[config.mk]
export PLATFORM = sky130hd
export DESIGN_NAME = acz_ctrl
export DESIGN_NICKNAME = d
export VERILOG_FILES = /design/src/logic/acz_pkg.sv /design/src/logic/acz_ctrl.sv
export VERILOG_INCLUDE_DIRS = /design/src /design/src/logic
export SDC_FILE = /design/constraint.sdc
export NUM_CORES = 1
export LEC_CHECK = 0
export BUFFER_PORTS_ARGS = -buffer_cell sky130_fd_sc_hd__buf_2
export CAP_MARGIN = 20
export CORE_MARGIN = 2
export CORE_UTILIZATION = 46
export CTS_CLUSTER_DIAMETER = 40
export DETAILED_ROUTE_END_ITERATION = 8
export GPL_ROUTABILITY_DRIVEN = 0
export PLACE_DENSITY = 0.9
export SYNTH_ARGS = -nofsm -noshare
export SYNTH_HDL_FRONTEND = slang
export SYNTH_SLANG_ARGS = --single-unit
[constraint.sdc]
create_clock -name sys_clk -period 2.5 [get_ports sys_clk]
set_clock_uncertainty 0.15 [all_clocks]
set_input_delay 0.5 -clock sys_clk [delete_from_list [all_inputs] [get_ports sys_clk]]
set_output_delay 0.5 -clock sys_clk [all_outputs]
set_load 0.01 [all_outputs]
[src/logic/acz_consts.svh]
`ifndef ACZ_CONSTS_SVH
`define ACZ_CONSTS_SVH
// Register indices; byte address is four times the index
`define ACZ_IDX_PWR 8'h45
`define ACZ_IDX_CTL 8'h9E
`define ACZ_IDX_MOD 8'h9F
`define ACZ_RST_BYTE 8'h00
// Control/status bit positions
`define ACZ_CTL_LP 7
`define ACZ_CTL_KEEP 6
`define ACZ_CTL_RES 5
`define ACZ_CTL_FLAG 4
`define ACZ_CTL_EN 3
`define ACZ_CTL_INV 2
`define ACZ_CTL_EDGE_HI 1
`define ACZ_CTL_EDGE_LO 0
// Mode bit positions
`define ACZ_MOD_REF_HI 7
`define ACZ_MOD_REF_LO 4
`define ACZ_MOD_LOWR 3
`define ACZ_MOD_FLT 2
`define ACZ_MOD_PIS_HI 1
`define ACZ_MOD_PIS_LO 0
// Power control bit position
`define ACZ_PWR_IREF 7
// Ladder tap offset of the high range
`define ACZ_HI_RANGE_OFS 5'h08
`define ACZ_REF_PIN_CODE 4'h0
// Filter clock divider: tick every 6 cycles
`define ACZ_DIV_LAST 3'h5
`define ACZ_DIV_ZERO 3'h0
`define ACZ_DIV_ONE 3'h1
`endif

[src/logic/acz_pkg.sv]
package acz_pkg;
    typedef enum logic [1:0] {
        ACZ_EDGE_RSVD = 2'b00,
        ACZ_EDGE_FALL = 2'b01,
        ACZ_EDGE_RISE = 2'b10,
        ACZ_EDGE_BOTH = 2'b11
    } acz_edge_e;
    typedef enum logic [1:0] {
        ACZ_FLT_OFF = 2'b00,
        ACZ_FLT_CLK = 2'b01,
        ACZ_FLT_DIV6 = 2'b10,
        ACZ_FLT_T3 = 2'b11
    } acz_flt_e;
    typedef enum logic {
        ACZ_BUS_IDLE = 1'b0,
        ACZ_BUS_ACK = 1'b1
    } acz_bus_e;
    typedef struct packed {
        logic iref_en;
        logic lp;
        logic keep;
        logic flag;
        logic en;
        logic inv;
        acz_edge_e edge_sel;
        logic [3:0] ref_sel;
        logic low_range;
        logic flt_lo;
        logic [1:0] pis;
        logic [2:0] samp;
        logic [2:0] div;
        logic filt;
        logic result;
        logic prev;
        logic irq;
        logic wake;
        logic ana_en;
        logic use_pin;
        logic use_iref;
        logic [4:0] tap;
        acz_bus_e bus;
        logic waitreq;
        logic [7:0] rdata;
    } acz_state_s;
endpackage
[src/logic/acz_ctrl.sv]
// How it works
// [RULE_01] Result bit is read-only, writes ignored
// [RULE_02] Result is comparison, complemented when inverted
// [RULE_03] Edge field: 01 fall, 10 rise, 11 both
// [RULE_04] Selected edge while enabled sets event flag
// [RULE_05] Only software clears the event flag
// [RULE_06] Disabled: output forced low, no events
// [RULE_07] Outside enable bit masks the interrupt request
// [RULE_08] Power-down gates comparator unless keep-running set
// [RULE_09] Power-down wake uses level detection only; in both-edge mode the code wakes on filt differing from prev
// [RULE_10] Low-power bit selects comparator low power mode
// [RULE_11] High range: 0000 pin, else (code+8)/32
// [RULE_12] Control/status register bit layout
// [RULE_13] Mode register layout, cleared at reset
// [RULE_14] Positive input chosen among four pins
// [RULE_15] Sampling filter with three sample rates
// [RULE_16] Power control bit 7 enables internal reference
// [RULE_17] Software writes zeros to reserved power bits
// [RULE_18] Low range: 0000 internal ref, else code/24
// [RULE_19] Filter: off, or 3 agreeing samples
// [RULE_20] Positive select codes route pins 0..3
// [RULE_21] Edge from registered output versus previous cycle
// [RULE_22] Clear by writing 0; hardware set wins
//
// Our own choice: the Avalon-MM interface to the registers.
`timescale 1ns/1ps
`include "acz_consts.svh"
module acz_ctrl (
    input wire logic sys_clk, // 125 MHz clock
    input wire logic rst, // Async reset, high
    input wire logic [9:0] avs_address, // Byte address
    input wire logic avs_read, // Read request
    input wire logic avs_write, // Write request
    input wire logic [31:0] avs_writedata, // Write data
    input wire logic [3:0] avs_byteenable, // Byte lanes
    output logic [31:0] avs_readdata, // Read data
    output logic avs_waitrequest, // Stall
    input wire logic cmp_raw, // Analog compare, V+ > V-
    input wire logic power_down_state, // CPU in power-down
    input wire logic cmp_filter_sel_hi, // Filter bit held elsewhere
    input wire logic timer3_overflow_tick, // Timer 3 overflow pulse
    input wire logic cmp_irq_enable, // Outside interrupt enable
    output logic cmp_irq_req, // Interrupt request level
    output logic cmp_wake, // Power-down wake request
    output logic cmp_result, // Filtered result
    output logic cmp_analog_en, // Comparator powered
    output logic cmp_low_power_en, // Low power mode
    output logic int_ref_enable, // Internal reference on
    output logic [1:0] pos_input_select, // V+ pin select
    output logic neg_ref_pin, // V- from pin
    output logic neg_use_int_ref, // V- from internal reference
    output logic neg_ref_low_range, // Ladder in 24ths, else 32nds
    output logic [4:0] neg_ladder_tap // Ladder numerator
);
    import acz_pkg::*;

    acz_state_s st_q;
    acz_state_s st_d;

    function automatic logic reg_hit(input logic [9:0] a, input logic [7:0] idx);
        reg_hit = (a[1:0] == 2'b00) && (a[9:2] == idx);
    endfunction

    function automatic logic edge_hit(input acz_edge_e m, input logic p, input logic c);
        unique case (m)
            ACZ_EDGE_FALL: edge_hit = p && !c;
            ACZ_EDGE_RISE: edge_hit = !p && c;
            ACZ_EDGE_BOTH: edge_hit = p != c;
            ACZ_EDGE_RSVD: edge_hit = 1'b0;
        endcase
    endfunction

    logic eff_en;
    logic raw_inv;
    logic tick;
    logic evt;
    logic lvl_ok;
    logic [2:0] samp_n;
    logic [7:0] ctl_rd;
    logic [7:0] mod_rd;
    logic [7:0] wb;
    acz_flt_e flt_mode;

    always_comb
    begin
        st_d = st_q;
        wb = avs_writedata[7:0];
        flt_mode = acz_flt_e'({cmp_filter_sel_hi, st_q.flt_lo});
        eff_en = st_q.en && !(power_down_state && !st_q.keep); // [RULE_08]
        raw_inv = cmp_raw ^ st_q.inv; // [RULE_02]
        // Divider runs free so the slow rate has a steady phase
        if (st_q.div == `ACZ_DIV_LAST)
        begin
            st_d.div = `ACZ_DIV_ZERO;
        end
        else
        begin
            st_d.div = st_q.div + `ACZ_DIV_ONE;
        end
        unique case (flt_mode) // [RULE_19] [RULE_15]
            ACZ_FLT_OFF: tick = 1'b0;
            ACZ_FLT_CLK: tick = 1'b1;
            ACZ_FLT_DIV6: tick = st_q.div == `ACZ_DIV_LAST;
            ACZ_FLT_T3: tick = timer3_overflow_tick;
        endcase
        samp_n = {st_q.samp[1:0], raw_inv};
        if (flt_mode == ACZ_FLT_OFF)
        begin
            st_d.samp = {3{raw_inv}};
            st_d.filt = raw_inv;
        end
        else if (tick)
        begin
            st_d.samp = samp_n;
            // Output moves only when three samples agree
            if (samp_n == 3'b111 || samp_n == 3'b000) // [RULE_19]
            begin
                st_d.filt = raw_inv;
            end
        end
        st_d.result = eff_en && st_q.filt; // [RULE_06]
        st_d.prev = st_q.result; // [RULE_21]
        evt = eff_en && edge_hit(st_q.edge_sel, st_q.prev, st_q.result); // [RULE_21] [RULE_03]

        ctl_rd = {st_q.lp, st_q.keep, st_q.result, st_q.flag,
                  st_q.en, st_q.inv, st_q.edge_sel}; // [RULE_12]
        mod_rd = {st_q.ref_sel, st_q.low_range, st_q.flt_lo, st_q.pis}; // [RULE_13]

        unique case (st_q.bus)
            ACZ_BUS_IDLE:
            begin
                if (avs_read || avs_write)
                begin
                    st_d.bus = ACZ_BUS_ACK;
                    st_d.waitreq = 1'b0;
                    if (reg_hit(avs_address, `ACZ_IDX_CTL))
                    begin
                        st_d.rdata = ctl_rd;
                    end
                    else if (reg_hit(avs_address, `ACZ_IDX_MOD))
                    begin
                        st_d.rdata = mod_rd;
                    end
                    else if (reg_hit(avs_address, `ACZ_IDX_PWR))
                    begin
                        st_d.rdata = {st_q.iref_en, 7'h00};
                    end
                    else
                    begin
                        st_d.rdata = `ACZ_RST_BYTE;
                    end
                end
            end
            ACZ_BUS_ACK:
            begin
                st_d.bus = ACZ_BUS_IDLE;
                st_d.waitreq = 1'b1;
                if (avs_write && avs_byteenable[0])
                begin
                    if (reg_hit(avs_address, `ACZ_IDX_CTL)) // [RULE_12]
                    begin
                        // Result bit has no storage behind it
                        st_d.lp = wb[`ACZ_CTL_LP]; // [RULE_10] [RULE_01]
                        st_d.keep = wb[`ACZ_CTL_KEEP];
                        st_d.flag = wb[`ACZ_CTL_FLAG]; // [RULE_22]
                        st_d.en = wb[`ACZ_CTL_EN];
                        st_d.inv = wb[`ACZ_CTL_INV];
                        st_d.edge_sel = acz_edge_e'(wb[`ACZ_CTL_EDGE_HI:`ACZ_CTL_EDGE_LO]);
                    end
                    if (reg_hit(avs_address, `ACZ_IDX_MOD)) // [RULE_13]
                    begin
                        st_d.ref_sel = wb[`ACZ_MOD_REF_HI:`ACZ_MOD_REF_LO];
                        st_d.low_range = wb[`ACZ_MOD_LOWR];
                        st_d.flt_lo = wb[`ACZ_MOD_FLT];
                        st_d.pis = wb[`ACZ_MOD_PIS_HI:`ACZ_MOD_PIS_LO]; // [RULE_14] [RULE_20]
                    end
                    if (reg_hit(avs_address, `ACZ_IDX_PWR))
                    begin
                        // Reserved bits are dropped whatever is written
                        st_d.iref_en = wb[`ACZ_PWR_IREF]; // [RULE_16] [RULE_17]
                    end
                end
            end
        endcase
        // Hardware event after the software write, so the set wins
        if (evt)
        begin
            st_d.flag = 1'b1; // [RULE_04] [RULE_22] [RULE_05]
        end

        st_d.irq = st_d.flag && cmp_irq_enable; // [RULE_07]
        st_d.ana_en = eff_en; // [RULE_08]
        // Edge logic may sleep in power-down, so wake looks at the level in fall and rise modes; both-edge compares filt with prev
        unique case (st_q.edge_sel)
            ACZ_EDGE_FALL: lvl_ok = !st_q.filt;
            ACZ_EDGE_RISE: lvl_ok = st_q.filt;
            ACZ_EDGE_BOTH: lvl_ok = st_q.filt != st_q.prev;
            ACZ_EDGE_RSVD: lvl_ok = 1'b0;
        endcase
        st_d.wake = power_down_state && st_q.en && st_q.keep
                    && cmp_irq_enable && lvl_ok; // [RULE_09]
        st_d.use_pin = !st_q.low_range && st_q.ref_sel == `ACZ_REF_PIN_CODE; // [RULE_11]
        st_d.use_iref = st_q.low_range && st_q.ref_sel == `ACZ_REF_PIN_CODE; // [RULE_18]
        if (st_q.ref_sel == `ACZ_REF_PIN_CODE)
        begin
            st_d.tap = 5'h00;
        end
        else if (st_q.low_range)
        begin
            st_d.tap = {1'b0, st_q.ref_sel}; // [RULE_18]
        end
        else
        begin
            st_d.tap = {1'b0, st_q.ref_sel} + `ACZ_HI_RANGE_OFS; // [RULE_11]
        end
    end

    always_ff @(posedge sys_clk or posedge rst)
    begin
        if (rst)
        begin
            st_q <= '0;
            st_q.waitreq <= 1'b1;
            st_q.bus <= ACZ_BUS_IDLE;
            st_q.use_pin <= 1'b1;
        end
        else
        begin
            st_q <= st_d;
        end
    end

    assign avs_readdata = {24'h00_0000, st_q.rdata};
    assign avs_waitrequest = st_q.waitreq;
    assign cmp_irq_req = st_q.irq;
    assign cmp_wake = st_q.wake;
    assign cmp_result = st_q.result;
    assign cmp_analog_en = st_q.ana_en;
    assign cmp_low_power_en = st_q.lp;
    assign int_ref_enable = st_q.iref_en;
    assign pos_input_select = st_q.pis;
    assign neg_ref_pin = st_q.use_pin;
    assign neg_use_int_ref = st_q.use_iref;
    assign neg_ref_low_range = st_q.low_range;
    assign neg_ladder_tap = st_q.tap;
endmodule

# Word-level counts from Yosys, hierarchy flattened
# Index checks and enable logic that the tools add are counted.
# word_totals
wordCells	101
ff_bits	44
output_inout_bits	49
inputBits	55
# op_classes
add_sub_neg	2
mux	21
n_reduce_logical	37
n_eq_ne	14
bitwise_logic	2
# op_table
cell	count
8-bit two-way mux	4
13-bit two-way mux	2
1-bit logical AND	17
8-bit == test, second input constant	2
5-bit two-way mux	3
1-bit one-hot mux with 4 select lines	3
10-bit two-way mux	1
3-bit AND reduction	3
2-bit == test, second input constant	4
8-bit by 7-bit == test with 1-bit output, second input constant	1
3-bit == test, second input constant	2
1-bit zero test	6
2-bit zero test	3
4-bit by 4-bit adder with 5-bit output, second input constant	1
2-bit by 1-bit == test with 1-bit output, second input constant	2
4-bit zero test	1
1-bit two-way mux	4
2-bit two-way mux	2
2-bit one-hot mux with 2 select lines	1
2-bit AND reduction	2
2-bit nonzero test	2
3-bit by 1-bit adder with 3-bit output, second input constant	1
3-bit zero test	1
3-bit two-way mux	1
other kinds (5)	7

# Logic depth before layout (Yosys ltp)
# Gate-level depths: netlist of run 1.
# logic_depth
depth_word	7
depth_mapped	6

# Worst setup path after synthesis of run 1
# Ideal clock, no wire load.
# synth_timing
kind	input -> register
from	input avs_address[1]
to	register st_q, in the netlist cmp_low_power_en
arrival_time_ns	1.942
stages	4
setup_time_ns	0.125
setup_slack_ns	0.283
path_cell_list	or4b_1 > buf_2 > nor4_4 > mux2_2
# synth_between
elab_chain_len	3
# synth_lines
element	line_no	rtl
start: declaration	acz_ctrl.sv:31	input wire logic [9:0] avs_address,
2-bit zero test	acz_ctrl.sv:61	reg_hit = (a[1:0] == 2'b00) && (a[9:2] == idx);
1-bit logical AND	acz_ctrl.sv:61	
3-bit AND reduction (no source line)	-	
end signal: assignment	acz_ctrl.sv:229	st_q <= st_d;
end: declaration	acz_ctrl.sv:57	acz_state_s st_q;
# No other way between the ends.
# A chain may end at the register's enable or synchronous reset.

==> impl_metrics.prom, run 1 <==
# TYPE chip_impl_metric gauge
chip_impl_metric{name="setup.reg_to_reg.worst_slack",unit="ns"} 0.77
chip_impl_metric{name="routedWlPerCell",unit="um"} 12.7
chip_impl_metric{name="row_count",unit=""} 25
chip_impl_info{name="worstHoldPathType",value="input port to asynchronous set/reset pin"} 1
chip_impl_metric{name="fmaxAchievable",unit="GHz"} 0.503
chip_impl_metric{name="final_max_slew_viol_count",unit=""} 0
chip_impl_metric{name="htree_levels",unit=""} 2
chip_impl_info{name="ys_dominant_reg_cell",value="sky130_fd_sc_hd__dfrtp_1"} 1
chip_impl_metric{name="power.density",unit="nW/um^2"} 525
chip_impl_metric{name="num_antenna_cells",unit=""} 0
chip_impl_metric{name="floorplan.die_area",unit="um^2"} 5350
chip_impl_metric{name="worst_slew_pin_slew",unit="ns"} 0.555
chip_impl_metric{name="critPathMaxStageDelay",unit="ns"} 0.62
chip_impl_metric{name="post_cts.repair.setup_buffers",unit=""} 0
chip_impl_metric{name="relative_slew_margins",unit=""} 0.630
chip_impl_metric{name="multi_input_logic_area",unit="um^2"} 822
chip_impl_metric{name="cts_buffers",unit=""} 5
chip_impl_metric{name="internal-power",unit="uW"} 961
chip_impl_metric{name="antenna_found_initial",unit=""} 0
chip_impl_metric{name="grt.overflow.total",unit=""} 0
chip_impl_metric{name="clk_path_buf_depth",unit=""} 2
chip_impl_info{name="cts_tree",value="done"} 1
chip_impl_metric{name="synthesis.yosys.warnings",unit=""} 0
chip_impl_info{name="worstPathCellList",value="buf_2, or4b_1, nor4_4, buf_4, mux2i_1, a21boi_1"} 1
chip_impl_info{name="synth.most_common_cell",value="sky130_fd_sc_hd__dfrtp_1"} 1
chip_impl_metric{name="grt_start_max_net_pins",unit=""} 45
chip_impl_metric{name="critical_path.max_fanout",unit=""} 9
chip_impl_metric{name="fillers",unit=""} 413
chip_impl_metric{name="vias_in_the_first_global_route",unit=""} 1366
chip_impl_metric{name="initial_core_util",unit=""} 0.471
chip_impl_metric{name="via_count",unit=""} 1461
chip_impl_metric{name="swShare",unit=""} 0.241
chip_impl_metric{name="die_height",unit="um"} 73.1
chip_impl_info{name="critPathKind",value="input port to register"} 1
chip_impl_metric{name="sequential_cell_area_fraction_in_the_yosys_report",unit=""} 0.502
chip_impl_metric{name="ff2ff_path_depth",unit=""} 4
chip_impl_metric{name="final_antenna_net_count",unit=""} 0
chip_impl_metric{name="post-route-util",unit=""} 0.518
chip_impl_metric{name="comb_power_share",unit=""} 0.088
chip_impl_metric{name="synth.cell_area",unit="um^2"} 2200
chip_impl_info{name="synth_area_leader_cell",value="sky130_fd_sc_hd__dfrtp_1"} 1
chip_impl_metric{name="critPathArrivalTime",unit="ns"} 2.00
chip_impl_metric{name="ys_seq_elements",unit=""} 44
chip_impl_info{name="synth_top_cells_by_area",value="sky130_fd_sc_hd__dfrtp_1, sky130_fd_sc_hd__buf_4, sky130_fd_sc_hd__mux2_2"} 1
chip_impl_metric{name="first_iteration_detailed_routing_drc_count",unit=""} 75
chip_impl_metric{name="gr-usage-all-layers",unit=""} 0.159
chip_impl_metric{name="finalCriticalPeriod",unit="ns"} 1.99
chip_impl_metric{name="dr.pass1.iters",unit=""} 4
chip_impl_metric{name="worst_skew_pair.late_latency",unit="ns"} 0.29
chip_impl_metric{name="required",unit="ns"} 2.52
chip_impl_metric{name="total_switching_power",unit="uW"} 305
chip_impl_metric{name="post-synth-top-area-fraction",unit=""} 0.478
chip_impl_metric{name="max_cap_viol_count",unit=""} 0
chip_impl_info{name="end_kind",value="register"} 1
chip_impl_info{name="synth_commonest_cells",value="sky130_fd_sc_hd__dfrtp_1, sky130_fd_sc_hd__buf_4, sky130_fd_sc_hd__nand2_1, sky130_fd_sc_hd__mux2_2, sky130_fd_sc_hd__o21ai_0"} 1
chip_impl_metric{name="power",unit="uW"} 1270
chip_impl_metric{name="clock_slew_at_reported_path_ffs",unit="ns"} 0.08
chip_impl_metric{name="vdd.ir_drop.worst",unit="V"} 0.000358
chip_impl_metric{name="synth-edff-count",unit=""} 0
chip_impl_info{name="status",value="finished, final reports clean"} 1
chip_impl_metric{name="placedInstanceArea",unit="um^2"} 2330
chip_impl_metric{name="drc_errors",unit=""} 0
chip_impl_metric{name="total_leakage_power",unit="uW"} 0.00129
chip_impl_metric{name="die_w",unit="um"} 73.1
chip_impl_info{name="critPathSlowestCell",value="sky130_fd_sc_hd__or4b_1"} 1
chip_impl_metric{name="hold_buffers",unit=""} 0
chip_impl_metric{name="grt_first_pass_wirelength",unit="um"} 6330
chip_impl_info{name="crit_path_start",value="avs_address[1]"} 1
chip_impl_metric{name="sum_of_net_half_perimeters_after_detailed_placement",unit="um"} 2850
chip_impl_metric{name="tritoncts_num_sinks",unit=""} 44
chip_impl_metric{name="post_drt_via_cell_ratio",unit=""} 4.84
chip_impl_info{name="regToRegStartpoint",value="st_q[9]$_DFF_PP0_"} 1
chip_impl_metric{name="setup_viol_count_final",unit=""} 0
chip_impl_info{name="start_kind",value="input port"} 1
chip_impl_metric{name="port_buffers",unit=""} 52
chip_impl_metric{name="area_added_between_synthesis_and_finish",unit="%"} 9.85
chip_impl_info{name="worstReg2RegEnd",value="avs_readdata[2]$_DFFE_PP0P_"} 1
chip_impl_metric{name="core_area",unit="um^2"} 4660
chip_impl_metric{name="layout_worst_path_cycle_share",unit=""} 0.795
chip_impl_info{name="root_buffer",value="sky130_fd_sc_hd__clkbuf_8"} 1
chip_impl_metric{name="area.sequential",unit="um^2"} 1100
chip_impl_metric{name="post-route-cell-area",unit="um^2"} 2410
chip_impl_metric{name="synth.distinct_cells",unit=""} 37
chip_impl_info{name="rsz_0062_raised_after_global_routing",value="false"} 1
chip_impl_info{name="worst_setup_path_endpoint",value="cmp_irq_req$_DFF_PP0_"} 1
chip_impl_metric{name="postSynth.asyncResetShare",unit=""} 1.00
chip_impl_metric{name="ctsResizeCount",unit=""} 0
chip_impl_metric{name="finalHoldViolCount",unit=""} 0
chip_impl_metric{name="routed_wirelength",unit="um"} 3850
chip_impl_metric{name="finalNetCount",unit=""} 305
chip_impl_metric{name="syn-instance-count",unit=""} 205
chip_impl_metric{name="share_clk_of_total_power",unit=""} 0.332
chip_impl_metric{name="synthesized_area_per_cell",unit="um^2"} 10.7
chip_impl_metric{name="num_io_pins",unit=""} 104
chip_impl_metric{name="layout-drive-gt1-share",unit=""} 0.331
chip_impl_metric{name="seq_power_share",unit=""} 0.580
chip_impl_metric{name="final.setup.tns",unit="ns"} 0
==> registers in the layout, indices dropped and copies added, names as in the netlist <==
signal and cells:
avs_readdata 8, ctl_rd 6, st_q 6, neg_ladder_tap 5
mod_rd 4, pos_input_select 2, samp_n 2, avs_waitrequest 1
cmp_analog_en 1, cmp_irq_req 1, cmp_low_power_en 1, cmp_result 1
cmp_wake 1, flt_mode 1, int_ref_enable 1, neg_ref_low_range 1
neg_ref_pin 1, neg_use_int_ref 1
==> through the flow <==
| stage | worst slack, ns | hold slack (ns) | std cells |
|---|---|---|---|
| after floorplan | 0.283 | 0.285 | 228 |
| after global placement | 0.229 | 0.253 | 294 |
| final | 0.513 | 0.175 | 302 |
| after global routing | 0.400 | 0.227 | 302 |
| after detailed placement | 0.202 | 0.257 | 294 |
| after CTS | 0.515 | 0.188 | 302 |
==> layer usage <==
metal | global-route usage | wire length (um) | share of wire
met1 | 0.190 | 1670 | 0.43
met2 | 0.263 | 1850 | 0.48
met3 | 0.0456 | 258 | 0.067
met4 | 0.0700 | 68 | 0.018
met5 | 0 | 0 | 0
==> worst min path at each step <==
stage	slack, ns	to	startpoint	cells after the start
after floorplan	0.29	st_q[24]$_DFF_PP0_	st_q[25]$_DFF_PP0_	1
final	0.18	cmp_wake$_DFF_PP0_	rst	3
after detailed placement	0.26	neg_ladder_tap[2]$_DFF_PP0_	mod_rd[6]$_DFFE_PP0P_	0
after global placement	0.25	neg_ladder_tap[2]$_DFF_PP0_	mod_rd[6]$_DFFE_PP0P_	0
after global routing	0.23	cmp_irq_req$_DFF_PP0_	rst	3
after CTS	0.19	cmp_wake$_DFF_PP0_	rst	3
==> critical path, delay by kind of cell <==
| kind | cells | cell delay [ns] |
|---|---|---|
| AOI/OAI and AO/OA | 1 | 0.11 |
| buffers and inverters | 2 | 0.30 |
| and+or+nand+nor | 2 | 0.85 |
| muxes | 1 | 0.24 |
==> power by group through the flow <==
stage	combinational, uW	sequential [uW]	clock (uW)
after floorplan	94.4	748	0
after global placement	109	748	0
after detailed placement	112	749	0
after CTS	112	735	434
after global routing	128	737	466
final	111	735	421
==> cell usage in the layout, fill, tap and decap left out, drive strengths merged, types with 3 or more instances in the layout <==
cell type / instances
a21oi: 3
and2: 3
buf: 57
clkbuf: 7
conb: 24
dfrtp: 42
ha: 3
inv: 10
mux2: 14
mux2i: 9
nand2: 16
nand2b: 3
nand3: 3
nor2: 9
nor3: 3
o211ai: 3
o21ai: 13
==> cells by family after synthesis <==
logic type,count (synthesis),share of synthesized area
compound gates,26,0.0729
xor+xnor,1,0.00399
fa+ha+maj,3,0.0171
buf+inv,56,0.163
flops,44,0.502
mux,23,0.113
other cells,1,0.00171
simple gates,51,0.126
==> area by class of cell <==
type                            count  area share
Inverter                           11      0.0171
Clock buffer                        7      0.0316
Clock inverter                      1     0.00207
Multi-Input combinational cell    128       0.341
Sequential cell                    44       0.457
Timing Repair Buffer               57       0.123
Tap cell                           54      0.0280
Power figures use the tool's default switching activity.
==> inputs of run 2 (changes only) <==
ABC_AREA = 1   (was unset)
CORE_UTILIZATION = 43   (was 46)
PLACE_DENSITY = 0.88   (was 0.9)
clock period = 1.73 ns   (was 2.5 ns; I/O delays follow)
==> run 2 against run 1 <==
  * Synthesized cell count increased by 39%
  * Global-route usage increased by 0.20 points
  * First-iteration DRC count increased to 2.7 times the previous value
  * Critical path depth unchanged
  * Via count increased by 25%
  * Total power increased by 56%
  * Critical endpoint is now ctl_rd[2]$_DFFE_PP0P_
  * Largest power group unchanged
==> impl_metrics.prom, run 2 <==
# TYPE chip_impl_metric gauge
chip_impl_info{name="status",value="finished, final reports clean"} 1
chip_impl_metric{name="power.density",unit="nW/um^2"} 760
chip_impl_metric{name="final_antenna_net_count",unit=""} 0
chip_impl_metric{name="total_leakage_power",unit="uW"} 0.00140
chip_impl_metric{name="routed_wirelength",unit="um"} 4530
chip_impl_metric{name="die_height",unit="um"} 77.8
chip_impl_metric{name="critical_path.max_fanout",unit=""} 10
chip_impl_metric{name="synth.cell_area",unit="um^2"} 2340
chip_impl_metric{name="grt_start_max_net_pins",unit=""} 45
chip_impl_metric{name="met1_usage",unit=""} 0.214
chip_impl_metric{name="initial_core_util",unit=""} 0.452
chip_impl_metric{name="clock_slew_at_reported_path_ffs",unit="ns"} 0.08
chip_impl_metric{name="timing.critical_path.buf_inv",unit=""} 1
chip_impl_metric{name="setup_viol_count_final",unit=""} 0
chip_impl_info{name="cts_tree",value="done"} 1
chip_impl_info{name="worst_path_dominant_cell_family",value="simple AND/OR/NAND/NOR gates"} 1
chip_impl_info{name="critPathKind",value="register to register"} 1
chip_impl_metric{name="ys_seq_elements",unit=""} 44
chip_impl_metric{name="required",unit="ns"} 1.76
chip_impl_metric{name="num_antenna_cells",unit=""} 0
chip_impl_info{name="synth.most_common_cell",value="sky130_fd_sc_hd__inv_1"} 1
chip_impl_metric{name="row_count",unit=""} 26
chip_impl_metric{name="clk_path_buf_depth",unit=""} 2
chip_impl_metric{name="synthesized_area_per_cell",unit="um^2"} 8.24
chip_impl_info{name="synth_commonest_cells",value="sky130_fd_sc_hd__inv_1, sky130_fd_sc_hd__dfrtp_1, sky130_fd_sc_hd__nand2_1, sky130_fd_sc_hd__buf_4, sky130_fd_sc_hd__nor2_1"} 1
chip_impl_metric{name="fmaxAchievable",unit="GHz"} 0.646
chip_impl_metric{name="grt.overflow.total",unit=""} 0
chip_impl_metric{name="postSynth.asyncResetShare",unit=""} 1.00
chip_impl_metric{name="routedWlPerCell",unit="um"} 11.4
chip_impl_info{name="crit_path_frequent_cell",value="sky130_fd_sc_hd__nand2_1"} 1
chip_impl_info{name="end_kind",value="register"} 1
chip_impl_metric{name="vias_in_the_first_global_route",unit=""} 1698
chip_impl_metric{name="global_route.usage.met3",unit=""} 0.0523
chip_impl_metric{name="synth.distinct_cells",unit=""} 26
chip_impl_metric{name="grt_first_pass_wirelength",unit="um"} 7650
chip_impl_metric{name="antenna_found_initial",unit=""} 0
chip_impl_metric{name="area_added_between_synthesis_and_finish",unit="%"} 11.2
chip_impl_metric{name="dr.pass1.iters",unit=""} 4
chip_impl_metric{name="core_area",unit="um^2"} 5170
chip_impl_info{name="layout.cells.most_common",value="sky130_fd_sc_hd__buf_2"} 1
chip_impl_info{name="start_kind",value="register"} 1
chip_impl_metric{name="tritoncts_num_sinks",unit=""} 44
chip_impl_info{name="synth_top_family_by_area",value="buffers and inverters"} 1
chip_impl_metric{name="final_max_slew_viol_count",unit=""} 0
chip_impl_metric{name="syn-instance-count",unit=""} 284
chip_impl_metric{name="max_cap_viol_count",unit=""} 0
chip_impl_metric{name="post_synth_and_or_nand_nor_area_fraction",unit=""} 0.206
chip_impl_metric{name="die_w",unit="um"} 77.8
chip_impl_metric{name="critPathArrivalTime",unit="ns"} 1.57
chip_impl_info{name="most-common-layout-cells",value="sky130_fd_sc_hd__buf_2, sky130_fd_sc_hd__inv_1, sky130_fd_sc_hd__nand2_1, sky130_fd_sc_hd__dfrtp_1, sky130_fd_sc_hd__nor2_1"} 1
chip_impl_metric{name="gr-usage-all-layers",unit=""} 0.161
chip_impl_metric{name="htree_levels",unit=""} 2
chip_impl_metric{name="sequential_cell_area_fraction_in_the_yosys_report",unit=""} 0.472
chip_impl_metric{name="port_buffers",unit=""} 52
chip_impl_metric{name="critPathMaxStageDelay",unit="ns"} 0.37
chip_impl_metric{name="synth-edff-count",unit=""} 0
chip_impl_metric{name="final.setup.tns",unit="ns"} 0
chip_impl_metric{name="first_iteration_detailed_routing_drc_count",unit=""} 206
chip_impl_metric{name="layout-drive-gt1-share",unit=""} 0.223
chip_impl_metric{name="drc_errors",unit=""} 0
chip_impl_info{name="worstPathCellList",value="nand2_1, nor2_1, nand3_1, buf_4, nand2_1, o21ai_0"} 1
chip_impl_info{name="worstHoldPathType",value="input port to register"} 1
chip_impl_info{name="grt_busiest_layer",value="met2"} 1
chip_impl_metric{name="via_count",unit=""} 1820
chip_impl_info{name="synth_area_leader_cell",value="sky130_fd_sc_hd__dfrtp_1"} 1
chip_impl_info{name="synth_top_cells_by_area",value="sky130_fd_sc_hd__dfrtp_1, sky130_fd_sc_hd__buf_4, sky130_fd_sc_hd__inv_1"} 1
chip_impl_metric{name="synth_compound_area_frac",unit=""} 0.0791
chip_impl_metric{name="post-synth-top-area-fraction",unit=""} 0.449
chip_impl_metric{name="cts_buffers",unit=""} 5
chip_impl_metric{name="synth_fa_ha_area_frac",unit=""} 0.0160
chip_impl_metric{name="vdd.ir_drop.worst",unit="V"} 0.000617
chip_impl_metric{name="post-route-cell-area",unit="um^2"} 2600
chip_impl_metric{name="worst_skew_pair.late_latency",unit="ns"} 0.30
chip_impl_metric{name="num_io_pins",unit=""} 104
chip_impl_metric{name="placedInstanceArea",unit="um^2"} 2510
chip_impl_metric{name="finalNetCount",unit=""} 384
chip_impl_metric{name="post_drt_via_cell_ratio",unit=""} 4.58
chip_impl_metric{name="synthesis.yosys.warnings",unit=""} 0
chip_impl_metric{name="synthMuxAreaShare",unit=""} 0
chip_impl_info{name="critPathSlowestCell",value="sky130_fd_sc_hd__dfrtp_1"} 1
chip_impl_metric{name="finalCriticalPeriod",unit="ns"} 1.55
chip_impl_metric{name="finalHoldViolCount",unit=""} 0
chip_impl_metric{name="sum_of_net_half_perimeters_after_detailed_placement",unit="um"} 3550
chip_impl_metric{name="largest_register_ffs",unit=""} 8
chip_impl_metric{name="floorplan.die_area",unit="um^2"} 6050
chip_impl_metric{name="grtUsageMet2",unit=""} 0.250
chip_impl_metric{name="layout_worst_path_cycle_share",unit=""} 0.895
chip_impl_info{name="rsz_0062_raised_after_global_routing",value="false"} 1
chip_impl_info{name="ys_dominant_reg_cell",value="sky130_fd_sc_hd__dfrtp_1"} 1
chip_impl_info{name="root_buffer",value="sky130_fd_sc_hd__clkbuf_8"} 1
chip_impl_metric{name="xor_xnor_cell_area_share_of_the_yosys_netlist",unit=""} 0.00374
==> run 2: cell types whose count changed after synthesis, moves of 3 or more <==
cell	before	now
sky130_fd_sc_hd__mux2i_1	9	0
sky130_fd_sc_hd__nand2b_1	3	0
sky130_fd_sc_hd__o21ai_0	13	20
sky130_fd_sc_hd__nand4_1	2	12
sky130_fd_sc_hd__a31oi_1	0	8
sky130_fd_sc_hd__o211ai_1	3	0
sky130_fd_sc_hd__nand3_1	3	17
sky130_fd_sc_hd__nor2_1	9	30
sky130_fd_sc_hd__mux2_2	14	0
sky130_fd_sc_hd__nand2_1	16	42
sky130_fd_sc_hd__and2_1	3	0
sky130_fd_sc_hd__inv_1	11	44
==> run 2: area by class of cell <==
| cell class | instances | area, um^2 |
|---|---|---|
| clock inverter | 1 | 8.76 |
| tap | 70 | 87.6 |
| fill | 484 | 2570 |
| clock buffer | 7 | 76.3 |
| timing repair buffer | 60 | 348 |
| sequential | 44 | 1100 |
| multi-input combinational | 169 | 805 |
| inverter | 46 | 173 |
==> run 2: worst min-delay path, cell delays in order <==
cell,delay (ns)
sky130_fd_sc_hd__buf_2,0.07
sky130_fd_sc_hd__nand2_1,0.04
sky130_fd_sc_hd__o21ai_0,0.06
==> run 2: cell families after synthesis <==
family	Yosys count
buffers and inverters	94
adders and majority gates	3
DFF	44
other	1
AOI/OAI and AO/OA	33
xor gates and xnor gates	1
and+or+nand+nor	108
==> run 2: power by group <==
part           switching (uW)  total (uW)  internal, uW  leakage (uW)
sequential               26.2        1100          1080      0.000513
clock                     329         618           288     0.0000424
combinational             163         258          94.3      0.000842
==> run 2: per-layer routing <==
layer | wire (um) | vias up
met4 | 82 | 0
met3 | 381 | 9
li1 | - | 913
met1 | 2000 | 816
met2 | 2070 | 82
met5 | 0 | -
==> run 2: stage by stage <==
step	instances	hold slack, ns	utilization	worst slack [ns]	total power (uW)
2_1_floorplan	307	0.300	-	0.206	1350
6_report	397	0.105	0.503	0.182	1980
3_5_place_dp	388	0.285	0.485	0.143	1380
4_1_cts	397	0.0895	0.503	0.194	2000
3_3_place_gp	388	0.266	0.485	0.205	1370
5_1_grt	397	0.120	0.503	0.0716	2080
==> run 2: final timing paths <==
check / slack (ns) / depth (start not counted) / endpoint / start
setup / recovery: 0.18 / 6 / ctl_rd[2]$_DFFE_PP0P_ / st_q[9]$_DFF_PP0_
setup reg to reg: 0.18 / 6 / ctl_rd[2]$_DFFE_PP0P_ / st_q[9]$_DFF_PP0_
hold / removal: 0.11 / 3 / mod_rd[5]$_DFFE_PP0P_ / avs_writedata[5]
min in group asynchronous: 0.52 / 4 / st_q[23]$_DFF_PP0_ / rst
hold reg to reg: 0.31 / 0 / neg_ladder_tap[0]$_DFF_PP0_ / mod_rd[4]$_DFFE_PP0P_
max in group asynchronous: 0.65 / 4 / avs_waitrequest$_DFFE_PP1P_ / rst
==> run 2: what timing repair did <==
item                      CTS  global route
gates resized for setup     0             0
hold endpoints to repair   42             0
setup buffers               0             0
hold buffers                1             0
==> inputs of run 3 (changes only) <==
BUFFER_PORTS_ARGS = unset   (was -buffer_cell sky130_fd_sc_hd__buf_2)
CORE_UTILIZATION = 50   (was 43)
DONT_BUFFER_PORTS = 1   (was unset)
PLACE_DENSITY = 0.79   (was 0.88)
==> run 3 against run 2 <==
  * Total power shrank 2.4%
  * Largest cell class unchanged
  * Combinational power shrank 39%
  * Register-to-register slack gained 0.04 ns
  * Highest routed layer unchanged
  * Fmax grew 2.5%
  * Global-route usage grew 0.44 points
  * Clock power grew 4.2%
==> impl_metrics.prom, run 3 (synthesis gave the netlist of run 2 again) <==
# TYPE chip_impl_metric gauge
chip_impl_info{name="status",value="finished, final reports clean"} 1
chip_impl_info{name="crit_path_frequent_cell",value="sky130_fd_sc_hd__nand2_1"} 1
chip_impl_info{name="worstPathCellList",value="nand2_1, nor2_1, nand3_1, buf_4, nand2_1, o21ai_0"} 1
chip_impl_metric{name="grt.overflow.total",unit=""} 0
chip_impl_metric{name="sum_of_net_half_perimeters_after_detailed_placement",unit="um"} 3080
chip_impl_metric{name="initial_core_util",unit=""} 0.526
chip_impl_metric{name="final_antenna_net_count",unit=""} 0
chip_impl_metric{name="layout_worst_path_cycle_share",unit=""} 0.873
chip_impl_metric{name="num_io_pins",unit=""} 104
chip_impl_metric{name="via_count",unit=""} 1608
chip_impl_metric{name="largest_register_ffs",unit=""} 8
chip_impl_metric{name="post_drt_via_cell_ratio",unit=""} 4.92
chip_impl_info{name="worstHoldPathType",value="input port to register"} 1
chip_impl_info{name="critPathSlowestCell",value="sky130_fd_sc_hd__dfrtp_1"} 1
chip_impl_metric{name="setup_viol_count_final",unit=""} 0
chip_impl_metric{name="timing.critical_path.buf_inv",unit=""} 1
chip_impl_metric{name="cts_buffers",unit=""} 5
chip_impl_metric{name="die_w",unit="um"} 72.4
chip_impl_metric{name="port_buffers",unit=""} 0
chip_impl_metric{name="critPathArrivalTime",unit="ns"} 1.53
chip_impl_info{name="cts_tree",value="done"} 1
chip_impl_metric{name="vias_in_the_first_global_route",unit=""} 1469
chip_impl_metric{name="post_cts.repair.setup_buffers",unit=""} 0
chip_impl_metric{name="drc_errors",unit=""} 0
chip_impl_metric{name="first_iteration_detailed_routing_drc_count",unit=""} 67
chip_impl_info{name="most-common-layout-cells",value="sky130_fd_sc_hd__inv_1, sky130_fd_sc_hd__nand2_1, sky130_fd_sc_hd__dfrtp_1"} 1
chip_impl_metric{name="power.density",unit="nW/um^2"} 835
chip_impl_info{name="layout.cells.most_common",value="sky130_fd_sc_hd__inv_1"} 1
chip_impl_metric{name="htree_levels",unit=""} 2
chip_impl_info{name="rsz_0062_raised_after_global_routing",value="false"} 1
chip_impl_info{name="root_buffer",value="sky130_fd_sc_hd__clkbuf_8"} 1
chip_impl_metric{name="core_area",unit="um^2"} 4440
chip_impl_metric{name="floorplan.die_area",unit="um^2"} 5240
chip_impl_info{name="worst_path_dominant_cell_family",value="simple AND/OR/NAND/NOR gates"} 1
chip_impl_metric{name="finalNetCount",unit=""} 332
chip_impl_metric{name="row_count",unit=""} 24
chip_impl_metric{name="final_max_slew_viol_count",unit=""} 0
chip_impl_info{name="end_kind",value="register"} 1
chip_impl_metric{name="finalCriticalPeriod",unit="ns"} 1.51
chip_impl_metric{name="fmaxAchievable",unit="GHz"} 0.662
chip_impl_metric{name="required",unit="ns"} 1.75
chip_impl_metric{name="max_cap_viol_count",unit=""} 0
chip_impl_info{name="critPathKind",value="register to register"} 1
chip_impl_metric{name="routedWlPerCell",unit="um"} 12.5
chip_impl_metric{name="dr.pass1.iters",unit=""} 4
chip_impl_metric{name="gr-usage-all-layers",unit=""} 0.165
chip_impl_metric{name="vdd.ir_drop.worst",unit="V"} 0.000530
chip_impl_metric{name="critPathMaxStageDelay",unit="ns"} 0.37
chip_impl_metric{name="worst_skew_pair.late_latency",unit="ns"} 0.29
chip_impl_metric{name="clock_slew_at_reported_path_ffs",unit="ns"} 0.08
chip_impl_metric{name="total_leakage_power",unit="uW"} 0.00118
chip_impl_metric{name="post-route-util",unit=""} 0.520
chip_impl_metric{name="antenna_found_initial",unit=""} 0
chip_impl_metric{name="num_antenna_cells",unit=""} 0
chip_impl_metric{name="fillers",unit=""} 417
chip_impl_metric{name="grt_first_pass_wirelength",unit="um"} 6640
chip_impl_metric{name="layout-drive-gt1-share",unit=""} 0.0764
chip_impl_metric{name="routed_wirelength",unit="um"} 4080
chip_impl_info{name="start_kind",value="register"} 1
chip_impl_metric{name="clk_path_buf_depth",unit=""} 2
chip_impl_metric{name="die_height",unit="um"} 72.4
chip_impl_metric{name="finalHoldViolCount",unit=""} 0
chip_impl_metric{name="final.setup.tns",unit="ns"} 0
chip_impl_metric{name="tritoncts_num_sinks",unit=""} 44
chip_impl_metric{name="area_added_between_synthesis_and_finish",unit="%"} -1.23
chip_impl_metric{name="critical_path.max_fanout",unit=""} 10
chip_impl_metric{name="grt_start_max_net_pins",unit=""} 45
-- run 3: cell count changes in the layout (fill, tap and decap cells not counted) --
cell	before	now
sky130_fd_sc_hd__clkbuf_8	5	6
sky130_fd_sc_hd__clkinv_4	1	0
sky130_fd_sc_hd__buf_2	52	0
sky130_fd_sc_hd__buf_4	5	6
sky130_fd_sc_hd__clkinv_1	2	3
sky130_fd_sc_hd__inv_1	44	43
sky130_fd_sc_hd__buf_12	2	1
-- run 3: layout make-up --
| type | instances | area (um^2) | area share |
|---|---|---|---|
| sequential | 44 | 1100 | 0.478 |
| multi-input combinational | 169 | 805 | 0.348 |
| inverter | 46 | 173 | 0.0747 |
| clock buffer | 8 | 90.1 | 0.0390 |
| timing repair buffer | 8 | 75.1 | 0.0325 |
| tap | 52 | 65.1 | 0.0282 |
-- run 3: through the flow --
stage | instance area, um^2 | cells | total power, uW | worst slack, ns | hold slack [ns]
floorplan | 2430 | 307 | 1350 | 0.206 | 0.300
global placement | 2210 | 318 | 1300 | 0.260 | 0.138
detailed placement | 2210 | 318 | 1310 | 0.215 | 0.145
CTS | 2310 | 327 | 1950 | 0.199 | 0.0207
global route | 2310 | 327 | 2020 | 0.0706 | 0.0262
finish | 2310 | 327 | 1930 | 0.220 | 0.0268
-- run 3: worst reg2reg max path, stage by stage, from the launching register on --
cell and delay [ns]:
sky130_fd_sc_hd__dfrtp_1 0.37, sky130_fd_sc_hd__nand2_1 0.06, sky130_fd_sc_hd__nor2_1 0.24, sky130_fd_sc_hd__nand3_1 0.20
sky130_fd_sc_hd__buf_4 0.21, sky130_fd_sc_hd__nand2_1 0.06, sky130_fd_sc_hd__o21ai_0 0.09
-- run 3: metal layers --
layer / global-route usage / vias up / wire length (um) / part of all wire
met5: 0 / - / 0 / 0
met4: 0.0576 / 0 / 30 / 0.0074
met3: 0.0639 / 4 / 360 / 0.088
met2: 0.264 / 61 / 1910 / 0.47
met1: 0.205 / 730 / 1780 / 0.44
li1: - / 813 / - / -
-- run 3: final timing paths --
kind	from	to	slack, ns	cells after the start
worst max-delay path	st_q[9]$_DFF_PP0_	ctl_rd[1]$_DFFE_PP0P_	0.22	6
worst min-delay path	avs_writedata[6]	mod_rd[6]$_DFFE_PP0P_	0.03	2
worst max register to register	st_q[9]$_DFF_PP0_	ctl_rd[1]$_DFFE_PP0P_	0.22	6
worst min register to register	mod_rd[4]$_DFFE_PP0P_	neg_ladder_tap[0]$_DFF_PP0_	0.30	0
max in group asynchronous	rst	avs_waitrequest$_DFFE_PP1P_	0.78	3
min in group asynchronous	rst	st_q[24]$_DFF_PP0_	0.38	3
-- run 3: timing repair --
item                      CTS  global route
hold endpoints to repair   42             0
resized for setup           0             0
hold buffers                1             0
-- run 3: report_power, final --
part / internal (uW) / switching [uW]
Combinational: 50.8 / 107
Clock: 326 / 318
Sequential: 1080 / 51.9
Total: 1450 / 477
